`config.mk`:
```
export PLATFORM = sky130hd
export DESIGN_NAME = adc_result_and_control
export DESIGN_NICKNAME = d
export VERILOG_FILES = /design/src/adc_result_and_control.v
export VERILOG_INCLUDE_DIRS = /design/src
export SDC_FILE = /design/constraint.sdc
export NUM_CORES = 1
export LEC_CHECK = 0
export BUFFER_PORTS_ARGS = -buffer_cell sky130_fd_sc_hd__buf_2
export CAP_MARGIN = 30
export CORE_UTILIZATION = 46
export CTS_CLUSTER_DIAMETER = 100
export CTS_CLUSTER_SIZE = 20
export DETAILED_ROUTE_END_ITERATION = 10
export GPL_ROUTABILITY_DRIVEN = 0
export PLACE_DENSITY_LB_ADDON = 0.12
export SKIP_CTS_REPAIR_TIMING = 1
export SYNTH_ARGS = -nofsm -noshare
export SYNTH_HDL_FRONTEND = slang
export SYNTH_SLANG_ARGS = --single-unit
```
`constraint.sdc`:
```
create_clock -name clock -period 2.4 [get_ports clock]
set_clock_uncertainty 0.15 [all_clocks]
set_input_delay 0 -clock clock [delete_from_list [all_inputs] [get_ports clock]]
set_output_delay 0 -clock clock [all_outputs]
set_load 0.01 [all_outputs]
```
`src/adc_ctl_defines.vh`:
```
`ifndef ADC_CTL_DEFINES_VH
`define ADC_CTL_DEFINES_VH

// ----------------------------------------
// Register addresses
// ----------------------------------------
`define ADDR_RESULT_LOW 8'hbd
`define ADDR_RESULT_HIGH 8'hbe
`define ADDR_CONTROL 8'he8

// ----------------------------------------
// Reset values
// ----------------------------------------
`define RESET_BYTE 8'h00
`define RESET_RESULT 10'h000

// ----------------------------------------
// Control register bit positions
// ----------------------------------------
`define BIT_ENABLE 7
`define BIT_TRACK 6
`define BIT_DONE 5
`define BIT_BUSY 4
`define BIT_WINDOW 3
`define SRC_MSB 2
`define SRC_LSB 0

// ----------------------------------------
// Start source codes
// ----------------------------------------
`define SRC_SOFTWARE 3'h0
`define SRC_TIMER_A 3'h1
`define SRC_TIMER_B 3'h2
`define SRC_TIMER_C 3'h3
`define SRC_PIN 3'h4

// ----------------------------------------
// Timing in converter clocks
// ----------------------------------------
`define TRACK_CLOCKS 4'h3
`define CONV_CLOCKS_8 4'hc
`define CONV_CLOCKS_10 4'he
`define COUNT_ONE 4'h1
`define COUNT_ZERO 4'h0

// ----------------------------------------
// Result field helpers
// ----------------------------------------
`define ZERO_6 6'h00
`define ZERO_8 8'h00

`endif

```
`src/adc_result_and_control.v`:
```
`include "adc_ctl_defines.vh"

module adc_result_and_control (
  input wire clock,
  input wire resetn,
  input wire clock_enable,
  input wire [7:0] sfr_addr,
  input wire sfr_write,
  input wire [7:0] sfr_wdata,
  input wire bit_write,
  input wire [7:0] bit_addr,
  input wire [2:0] bit_index,
  input wire bit_value,
  input wire left_justify_select,
  input wire eight_bit_mode_select,
  input wire sar_tick,
  input wire [9:0] sample_data,
  input wire [2:0] timer_overflow,
  input wire start_pin,
  input wire window_match,
  output reg [7:0] sfr_rdata,
  output reg converter_power,
  output reg tracking,
  output reg converting,
  output reg conversion_done_pulse
);

  // ----------------------------------------
  // States
  // ----------------------------------------
  localparam [1:0] ST_IDLE = 2'd0;
  localparam [1:0] ST_TRACK = 2'd1;
  localparam [1:0] ST_CONVERT = 2'd2;

  reg [1:0] state;
  reg [1:0] next_state;
  reg [3:0] count;
  reg [3:0] next_count;
  reg [7:0] result_high_byte;
  reg [7:0] result_low_byte;
  reg converter_enable;
  reg delayed_track_select;
  reg conversion_done_flag;
  reg conversion_busy;
  reg window_match_flag;
  reg [2:0] start_source_select;
  reg pin_last;
  reg [7:0] next_rdata;

  wire [7:0] control_value;
  wire ctl_byte_write;
  wire ctl_bit_write;
  wire [7:0] write_mask;
  wire [7:0] write_bits;
  wire busy_write_one;
  wire start_event;
  wire finish;
  wire [3:0] conv_clocks;
  wire eff_enable;
  wire eff_track;
  wire [2:0] eff_source;
  reg source_hit;

  assign control_value = {converter_enable, delayed_track_select, conversion_done_flag,
                          conversion_busy, window_match_flag, start_source_select};

  // ----------------------------------------
  // Byte and single-bit control writes
  // ----------------------------------------
  assign ctl_byte_write = sfr_write && (sfr_addr == `ADDR_CONTROL);
  assign ctl_bit_write = bit_write && (bit_addr == `ADDR_CONTROL);
  // Bit write touches one lane; byte write touches all
  assign write_mask = ctl_byte_write ? 8'hff : (ctl_bit_write ? (8'h01 << bit_index) : 8'h00);
  assign write_bits = ctl_byte_write ? sfr_wdata : {8{bit_value}};

  assign busy_write_one = write_mask[`BIT_BUSY] && write_bits[`BIT_BUSY];

  // Control values as they stand after this edge's write, so that one write
  // can enable, pick a mode and start together
  assign eff_enable = write_mask[`BIT_ENABLE] ? write_bits[`BIT_ENABLE] : converter_enable;
  assign eff_track = write_mask[`BIT_TRACK] ? write_bits[`BIT_TRACK] : delayed_track_select;
  assign eff_source = (start_source_select & ~write_mask[`SRC_MSB:`SRC_LSB])
                      | (write_bits[`SRC_MSB:`SRC_LSB] & write_mask[`SRC_MSB:`SRC_LSB]);

  // ----------------------------------------
  // Start source selection
  // ----------------------------------------
  always @* begin
    case (eff_source)
      `SRC_SOFTWARE: source_hit = busy_write_one;
      `SRC_TIMER_A: source_hit = timer_overflow[0];
      `SRC_TIMER_B: source_hit = timer_overflow[1];
      `SRC_TIMER_C: source_hit = timer_overflow[2];
      `SRC_PIN: source_hit = start_pin && !pin_last;
      default: source_hit = 1'b0;
    endcase
  end

  // Starts while busy are dropped, not queued
  assign start_event = eff_enable && (state == ST_IDLE) && source_hit;

  assign conv_clocks = eight_bit_mode_select ? `CONV_CLOCKS_8 : `CONV_CLOCKS_10;

  assign finish = (state == ST_CONVERT) && sar_tick && (count == `COUNT_ONE);

  // ----------------------------------------
  // Conversion sequencer
  // ----------------------------------------
  always @* begin
    next_state = state;
    next_count = count;
    case (state)
      ST_IDLE: begin
        if (start_event) begin
          if (eff_track) begin
            next_state = ST_TRACK;
            next_count = `TRACK_CLOCKS;
          end else begin
            next_state = ST_CONVERT;
            next_count = conv_clocks;
          end
        end
      end
      ST_TRACK: begin
        if (sar_tick) begin
          if (count == `COUNT_ONE) begin
            next_state = ST_CONVERT;
            next_count = conv_clocks;
          end else begin
            next_count = count - `COUNT_ONE;
          end
        end
      end
      ST_CONVERT: begin
        if (sar_tick) begin
          if (count == `COUNT_ONE) begin
            next_state = ST_IDLE;
            next_count = `COUNT_ZERO;
          end else begin
            next_count = count - `COUNT_ONE;
          end
        end
      end
      default: begin
        next_state = ST_IDLE;
        next_count = `COUNT_ZERO;
      end
    endcase
    // Disabling aborts a conversion in flight unless this edge is its final tick, which still finishes
    if (!eff_enable) begin
      next_state = ST_IDLE;
      next_count = `COUNT_ZERO;
    end
  end

  // ----------------------------------------
  // Read data
  // ----------------------------------------
  always @* begin
    case (sfr_addr)
      `ADDR_RESULT_LOW: next_rdata = result_low_byte;
      `ADDR_RESULT_HIGH: next_rdata = result_high_byte;
      `ADDR_CONTROL: next_rdata = control_value;
      default: next_rdata = `ZERO_8;
    endcase
  end

  // ----------------------------------------
  // Sequencer and read data registers
  // ----------------------------------------
  always @(posedge clock or negedge resetn) begin
    if (!resetn) begin
      state <= ST_IDLE;
      count <= `COUNT_ZERO;
      pin_last <= 1'b0;
      sfr_rdata <= `RESET_BYTE;
    end else if (clock_enable) begin
      state <= next_state;
      count <= next_count;
      pin_last <= start_pin;
      sfr_rdata <= next_rdata;
    end
  end

  // ----------------------------------------
  // Control register
  // ----------------------------------------
  always @(posedge clock or negedge resetn) begin
    if (!resetn) begin
      converter_enable <= 1'b0;
      delayed_track_select <= 1'b0;
      start_source_select <= `SRC_SOFTWARE;
      conversion_done_flag <= 1'b0;
      window_match_flag <= 1'b0;
      conversion_busy <= 1'b0;
    end else if (clock_enable) begin
      converter_enable <= eff_enable;
      delayed_track_select <= eff_track;
      start_source_select <= eff_source;

      // Hardware set wins over a software clear
      if (finish) begin
        conversion_done_flag <= 1'b1;
      end else if (write_mask[`BIT_DONE]) begin
        conversion_done_flag <= write_bits[`BIT_DONE];
      end
      if (window_match) begin
        window_match_flag <= 1'b1;
      end else if (write_mask[`BIT_WINDOW]) begin
        window_match_flag <= write_bits[`BIT_WINDOW];
      end

      conversion_busy <= (next_state != ST_IDLE);
    end
  end

  // ----------------------------------------
  // Result bytes
  // ----------------------------------------
  // Formatted once at completion; later mode changes do not reformat
  always @(posedge clock or negedge resetn) begin
    if (!resetn) begin
      result_high_byte <= `RESET_BYTE;
      result_low_byte <= `RESET_BYTE;
    end else if (clock_enable) begin
      if (finish) begin
        if (eight_bit_mode_select) begin
          result_high_byte <= sample_data[9:2];
          result_low_byte <= `ZERO_8;
        end else if (left_justify_select) begin
          result_high_byte <= sample_data[9:2];
          result_low_byte <= {sample_data[1:0], `ZERO_6};
        end else begin
          result_high_byte <= {`ZERO_6, sample_data[9:8]};
          result_low_byte <= sample_data[7:0];
        end
      end else begin
        if (sfr_write && sfr_addr == `ADDR_RESULT_HIGH) begin
          result_high_byte <= sfr_wdata;
        end
        if (sfr_write && sfr_addr == `ADDR_RESULT_LOW) begin
          result_low_byte <= sfr_wdata;
        end
      end
    end
  end

  // ----------------------------------------
  // Status outputs
  // ----------------------------------------
  always @(posedge clock or negedge resetn) begin
    if (!resetn) begin
      converter_power <= 1'b0;
      tracking <= 1'b0;
      converting <= 1'b0;
      conversion_done_pulse <= 1'b0;
    end else if (clock_enable) begin
      converter_power <= (next_state != ST_IDLE) || eff_enable;
      // Idle tracking happens only while enabled
      tracking <= (next_state == ST_TRACK) || (next_state == ST_IDLE && eff_enable);
      converting <= (next_state == ST_CONVERT);
      conversion_done_pulse <= finish;
    end
  end

endmodule // adc_result_and_control

```
# ---- Yosys cells after proc, flatten, opt, wreduce, memory -nomap -nowiden
# Cells that the tools add are included.
# Widths: inputs -> output; s select.
dict set report classes {
  n_addsub 1
  eq_ne 16
  shifts 1
  mux 36
  n_bitwise 4
  reduce_logical 27
}
# op n
set ops {}
lappend ops {{$mux 8} 11}
lappend ops {{$eq 8x8->1 const B} 4}
lappend ops {{$mux 4} 7}
lappend ops {{$pmux 8 s3} 1}
lappend ops {{$mux 2} 8}
lappend ops {{$pmux 4 s3} 1}
lappend ops {{$logic_and 1x1->1} 11}
lappend ops {{$reduce_bool 2->1} 5}
lappend ops {{$ne 3x3->1 const B} 3}
lappend ops {{$reduce_and 2->1} 4}
lappend ops {{$shl 1x3->8 const A} 1}
lappend ops {{$and 3x3->3} 2}
lappend ops {{$eq 3x2->1 const B} 2}
lappend ops {{$mux 1} 6}
lappend ops {{$pmux 2 s3} 1}
lappend ops {{$pmux 1 s5} 1}
lappend ops {{$eq 2x1->1 const B} 2}
lappend ops {{$eq 2x2->1 const B} 2}
lappend ops {{$eq 4x1->1 const B} 1}
lappend ops {{$logic_not 2->1} 2}
lappend ops {{$reduce_and 4->1} 1}
lappend ops {{$sub 4x1->4 const B} 1}
lappend ops {{$eq 3x1->1 const B} 1}
lappend ops {{$eq 3x3->1 const B} 1}
lappend ops {{5 further kinds} 6}
dict set report word_totals {
  regBits 43
  input_bits 51
  output_inout_bits 12
}

# ---- Logic depth before layout (Yosys ltp)
# Gate-level depths: netlist of run 1.
dict set report logic_depth {
  word_depth 16
  mapped_depth 10
}

# ---- Worst setup path after synthesis of run 1
# OpenSTA, ideal clock, no wires.
dict set report synth_path {
  kind {flip-flop to flip-flop}
  from {reg state[0]}
  to {reg result_low_byte[5]}
  setup_time_ns 0.083
  arrival_ns 1.879
  required_time_ns 2.167
  slack_ns 0.289
  path_stages_with_launch 7
  period_less_slack_ns 2.111
  cell_sequence {dfrtp_1 clkdlybuf4s50_1 nor2_1 nand3_1 nor3_1 a22oi_1 o21ai_0}
}
dict set report synth_via {
  elab_chain_len 5
  elab_cells_between_ends 6
  cone_classes {eq/ne: 1; mux: 1; reduce/logical: 4}
}
# item line_no
set synth_lines {}
lappend synth_lines {{start: declaration} adc_result_and_control.v:35} ;# reg [1:0] state;
lappend synth_lines {{start signal: assignment} adc_result_and_control.v:178} ;# state <= next_state;
lappend synth_lines {{$eq 2x2->1 (*)} adc_result_and_control.v:104} ;# assign finish = (state == ST_CONVERT) && sar_tick && (count == `COUNT_ONE);
lappend synth_lines {{$logic_and 1x1->1 (*) (2 in series)} adc_result_and_control.v:104}
lappend synth_lines {{$reduce_bool 2->1 (no source line)} n/a}
lappend synth_lines {{$reduce_and 2->1 (no source line)} n/a}
lappend synth_lines {{end signal: assignment} adc_result_and_control.v:224} ;# result_low_byte <= `RESET_BYTE;
lappend synth_lines {{end signal: assignment} adc_result_and_control.v:229} ;# result_low_byte <= `ZERO_8;
lappend synth_lines {{end signal: assignment} adc_result_and_control.v:232} ;# result_low_byte <= {sample_data[1:0], `ZERO_6};
lappend synth_lines {{end: declaration} adc_result_and_control.v:40} ;# reg [7:0] result_low_byte;
# Every way passes the cells marked *; elsewhere a longest branch is shown, timed or not.
# A chain may end at the register's enable or synchronous reset.

# ---- Worst setup path after layout of run 1
dict set report layout_path {
  from {reg count[1]}
  to {reg result_low_byte[5]}
}
dict set report layout_via {
  elab_chain_len 4
  elab_cells_between_ends 5
  cone_classes {eq/ne: 1; mux: 1; reduce/logical: 3}
}
# item line_no
set layout_lines {}
lappend layout_lines {{start: declaration} adc_result_and_control.v:37} ;# reg [3:0] count;
lappend layout_lines {{start signal: assignment} adc_result_and_control.v:174} ;# count <= `COUNT_ZERO;
lappend layout_lines {{start signal: assignment} adc_result_and_control.v:179} ;# count <= next_count;
lappend layout_lines {{$eq 4x1->1 (no source line) (*)} n/a}
lappend layout_lines {{$logic_and 1x1->1 (*)} adc_result_and_control.v:104}
lappend layout_lines {{$reduce_bool 2->1 (no source line)} n/a}
lappend layout_lines {{$reduce_and 2->1 (no source line)} n/a}
# Marks and branches as above.

==> results of run 1 <==
[synthesized netlist by cell type (2+ instances only)]
library cell / count / share of area [%]
buf_1: 2 / 0.28
mux2_2: 4 / 1.7
o2bb2ai_1: 4 / 1.3
a31oi_1: 3 / 0.70
nor4_1: 2 / 0.47
a22oi_1: 17 / 4.8
clkbuf_1: 9 / 1.3
a22o_1: 5 / 1.6
nor3_1: 6 / 1.1
mux2i_1: 5 / 1.9
and2_1: 2 / 0.47
inv_1: 8 / 1.1
ha_1: 2 / 0.94
o21bai_1: 2 / 0.56
and4_1: 2 / 0.66
dfrtp_1: 43 / 40
o41ai_4: 2 / 2.1
a21oi_2: 2 / 0.66
nand2_1: 50 / 7.0
a32o_2: 2 / 0.85
o31ai_1: 2 / 0.56
a21oi_1: 27 / 5.1
o22ai_1: 2 / 0.47
nor2b_1: 3 / 0.70
nor2_2: 2 / 0.47
nand3_1: 5 / 0.94
nor2_1: 9 / 1.3
o21ai_0: 33 / 6.2
a21o_1: 12 / 3.4
[registers in the layout, summed over array words and instances, names as in the netlist]
register               count
start_source_select        3
converting                 1
pin_last                   1
delayed_track_select       1
tracking                   1
conversion_done_flag       1
result_low_byte            8
count                      4
converter_power            1
conversion_busy            1
sfr_rdata                  8
result_high_byte           8
window_match_flag          1
state                      2
conversion_done_pulse      1
converter_enable           1
[worst min path at each step]
stage,start,to
2_1_floorplan,resetn,conversion_busy
3_3_place_gp,resetn,count[3]
3_5_place_dp,resetn,count[1]
4_1_cts,resetn,converting
5_1_grt,bit_value,window_match_flag
6_report,clock_enable,converting
[power breakdown]
group	internal, uW	total, uW	switching, uW
sequential	750	771	21.6
combinational	134	272	138
clock	310	566	256
total	1190	1610	416
[kinds of logic (layout without fill, tap and decap cells)]
group / after synthesis / count (layout) / share of synthesized area, %
mux: 9 / 9 / 3.57
simple gates: 97 / 97 / 19.1
compound gates: 121 / 121 / 32.0
flops: 43 / 43 / 40.4
fa+ha+maj: 2 / 2 / 0.940
xor+xnor: 1 / 1 / 0.329
buf+inv: 22 / 108 / 3.67
[per-stage QoR]
step	instance area (sq um)	setup slack [ns]	TNS, ns	util (%)	cells
2_1_floorplan	2660	0.289	0	-	295
3_3_place_gp	3050	0.0909	0	55.0	422
3_5_place_dp	3050	-0.00102	-0.00102	55.0	422
4_1_cts	3160	0.136	0	57.0	430
5_1_grt	3420	0.0165	0	61.7	453
6_report	3420	0.161	0	61.7	453
[routing by layer]
layer	vias to the layer above	share of wire, %	wire length [um]
met3	7	6.1	435
met4	0	1.0	74
met1	1178	46	3250
met5	-	0	0
met2	71	47	3370
li1	1266	-	-
[final cells by class]
class,count,area [sq um]
fill,470,2120
multi-input combinational,230,1510
tap,72,90.1
sequential,43,1080
clock buffer,5,68.8
timing repair buffer,92,603
inverter,8,30.0
clock inverter,3,43.8
[worst max-delay path, delay by kind of cell, from the launching register on]
kind | cells | cell delay [ns]
buffers and inverters | 3 | 0.52
adder cells (fa/ha/maj) | 1 | 0.21
AND/OR/NAND/NOR | 3 | 0.63
AO/OA/AOI/OAI | 2 | 0.23
flip-flops | 1 | 0.41
==> metrics, run 1 <==
number of buffers added on ports=62; Core Region=5540 sq um; P_leak=0.00161 uW; Slew headroom=59.9%; startpoint types=flop; reg2reg setup slack=0.16 ns; M1 GR Usage=35.4%; wire per inst=15.7 um; synth-to-layout area growth=28.4%; first-pass GRT wire length=11400 um; GRT Residual Overflow=0; Worst Reg2Reg Path Length in Cells=9; Critical Path End=result_low_byte[5]; Worst setup EP type=flop; pwr dens=471 nW/um^2; CP max-delay cell=dfrtp_1; Die W=78.1 um; type of the worst setup path=reg2reg; chip height=78.1 um; GRT Total Usage=24.3%; global route hottest layer=met2; layout cell share with drive strength beyond 1=27.6%; final wirelength=7130 um; DR pass1 iterations=4; Bufs on Longest Clock Path=2; HPWL after detailed placement=5180 um; Hold WC Path Type=in2reg; vias in the first global route=2283; # IOs=63; Worst Setup SP=count[1]; worst vdd ir=0.367 mV; ys flop type=dfrtp_1; antenna-violating nets left=0; crit-path most repeated cell=buf_4; CP required=2.46 ns; most frequent cells in the layout=62 x buf_2, 48 x nand2_1, 43 x dfrtp_1; Worst-Skew Late Latency=0.29 ns; Tcrit/Tclk final=93.3%; vias post-DR=2522; vias per inst=5.57; Synth cell types=57; final setup vio count=0; antenna violations before repair=0; Largest stage delay, worst path=0.41 ns; Mean Syn Cell Area=9.03 sq um; smallest hold slack=-0.00167 ns; Final Hold Fails=1; total clock sinks=43; root buffer cell=clkbuf_8; failing checks=hold timing; status=finished with violations; commonest non-fill, non-tap cell in the layout=buf_2; worst-path cell chain=inv_1, ha_1, and2_0, nand3_1, buf_4, nor3_1, buf_4, a22oi_1, o21ai_0; pin count of the biggest net entering global routing=44; syn_nets=348; DIE AREA=6100 sq um; DRT iter0 DRCs=137; Critical Path AT=2.30 ns; H-tree Lvls=2; Rows=27; minimum clock period=2.24 ns; DRC=0; max cap viols=0; fin. max-slew vios=0; worst hold path depth=2; Final #Nets=433; GR Util met2=37.4%; Initial Util=48.1%; Mapped Cells=295; #FFs+latches synth=43; CP max FO=27; Crit Reg-Reg Startpoint=count[1]; Worst-Margin Slew=0.596 ns; CTS Buf Count=5; FF-to-FF End=result_low_byte[5]; total power=1610 uW; Warnings, synthesis=0; Post-synth EDFFs=0; TritonCTS clock tree=done; Peak Freq=447 MHz; netlist area before placement=2660 sq um; clock-pin slew on the worst setup and hold paths=0.08 ns; Synth async-reset ratio=100%; register area share after synthesis=40.4%; unrepaired setup endpoints after global routing=no; ANT cells=0; met3 Use GR=4.53%
(Power assumes the default switching activity.)
==> run 2, diff against run 1 <==
Settings changed: SETUP_SLACK_MARGIN set to 0.5.
==> run 2 against run 1 <==
  * The run now ends clean
  * Final area is 5.6% higher
  * Sequential cell count stayed put
  * Die area stayed put
  * Combinational power is 15% higher
  * Total power is 3.6% higher
  * First-iteration DRC count is 27% higher
  * Register-to-register slack better by 0.22 ns
  * Final cell count is 3.1% higher
  * Routed wire length is 7.0% higher
  * Critical endpoint is now count[1]
==> metrics, run 2 (synthesis gave the netlist of run 1 again) <==
DR pass1 iterations=5 (+1); pwr dens=462 nW/um^2 (-1.9%); Initial Util=48.1% (unchanged); GRT Total Usage=24.8% (+0.52 points); Core Region=5540 sq um (unchanged); DRC=0 (unchanged); final setup vio count=0 (unchanged); Worst setup EP type=flop; total power=1670 uW (+3.6%); worst vdd ir=0.284 mV (-23%); Worst-Skew Late Latency=0.30 ns (about the same); DRT iter0 DRCs=174 (+27%); startpoint types=input port; TritonCTS clock tree=done; wire per inst=16.3 um (+3.8%); Final TNS setup=0 ns (unchanged); minimum clock period=2.06 ns (-0.176 ns); H-tree Lvls=2 (unchanged); clock-pin slew on the worst setup and hold paths=0.09 ns (about the same); Hold WC Path Type=in2reg; # fillers=483 (+2.8%); CTS Buf Count=5 (unchanged); ANT cells=0 (unchanged); number of buffers added on ports=62 (unchanged); Final Hold Fails=0 (-1); HPWL after detailed placement=5600 um (+8.2%); root buffer cell=clkbuf_8; synth-to-layout area growth=35.6%; Critical Path AT=2.11 ns (-0.19 ns); Tcrit/Tclk final=86.0% (-7.3 points); # IOs=63 (unchanged); antenna violations before repair=0 (unchanged); vias in the first global route=2354 (+3.1%); vias per inst=5.71 (+2.6%); DIE AREA=6100 sq um (unchanged); CP max FO=7 (-74%); P_leak=0.00169 uW (+4.9%); FF+latch area=1080 sq um (+0.23%); pin count of the biggest net entering global routing=26 (-41%); antenna-violating nets left=0 (unchanged); fin. max-slew vios=0 (unchanged); first-pass GRT wire length=11700 um (+2.5%); Die W=78.1 um (unchanged); status=complete, no violations; CP required=2.45 ns (about the same); GRT Residual Overflow=0 (unchanged); Slew headroom=62.1% (+2.2 points); commonest non-fill, non-tap cell in the layout=buf_2; Rows=27 (unchanged); largest registers=result_high_byte x8, result_low_byte x8, sfr_rdata x8; unrepaired setup endpoints after global routing=yes; type of the worst setup path=in2reg; Bufs on Longest Clock Path=2 (unchanged); Layout Cells excl Fill=467 (+3.1%); placed insts=428 (+1.4%); max cap viols=0 (unchanged); Worst-Margin Slew=0.568 ns (-0.0275 ns); total clock sinks=43 (unchanged); area occupied by multi-input gates=1580 sq um (+4.6%); most frequent cells in the layout=63 x buf_2, 50 x nand2_1, 41 x dfrtp_1; final wirelength=7630 um (+7.0%); layout cell share with drive strength beyond 1=33.2% (+5.6 points); Final #Nets=447 (+3.2%); vias post-DR=2668 (+5.8%); Peak Freq=485 MHz (+8.5%); chip height=78.1 um (unchanged)
run 2: cell count changes in the layout (fill, tap and decap cells not counted), sizes merged:
cell	delta
buf	+14
run 2: metrics by stage:
| stage | worst slack [ns] | cell area [sq um] | hold slack [ns] | util, % |
|---|---|---|---|---|
| floorplan | 0.307 | 2670 | -0.446 | - |
| finish | 0.337 | 3610 | 0.00561 | 65.2 |
| detailed placement | 0.0202 | 3130 | -0.165 | 56.5 |
| global route | 0.269 | 3610 | 0.0307 | 65.2 |
| global placement | 0.0804 | 3100 | 0.0618 | 56.0 |
| CTS | 0.222 | 3240 | -0.494 | 58.5 |
run 2: path summary, 6_finish.rpt:
kind	start	depth (start not counted)	slack [ns]	to
max	sfr_addr[1]	10	0.34	count[1]
min	bit_value	4	0.006	window_match_flag
max reg2reg	start_source_select[2]	7	0.38	count[1]
min reg2reg	sfr_rdata[3]	1	0.33	sfr_rdata[3]
max in group asynchronous	resetn	3	1.57	converter_enable
min in group asynchronous	resetn	2	0.03	result_low_byte[3]
run 2: worst max-delay path, stage by stage:
cell and delay, ns:
buf_2 0.12, nor4b_2 0.38, nand3_2 0.15, buf_4 0.20
o22ai_2 0.22, buf_4 0.15, a21bo_2 0.24, a31o_1 0.22
a21o_1 0.20, a32o_2 0.22
run 2: routing by layer:
layer / track usage (%) / share of wire [%] / vias to the layer above
li1: - / - / 1299
met1: 33.8 / 44 / 1264
met2: 39.7 / 48 / 92
met3: 4.30 / 5.6 / 13
met4: 8.70 / 1.7 / 0
met5: 0 / 0 / -
run 2: area by class of cell:
class | instances | share of cell area, %
Multi-Input combinational cell | 230 | 43.7
Tap cell | 72 | 2.49
Sequential cell | 43 | 29.9
Clock buffer | 5 | 1.91
Inverter | 8 | 0.832
Clock inverter | 3 | 1.21
Timing Repair Buffer | 106 | 20.0
run 2: power breakdown:
group,total (uW),switching (uW),internal [uW]
Sequential,772,21.4,751
Clock,580,270,310
Combinational,314,159,155
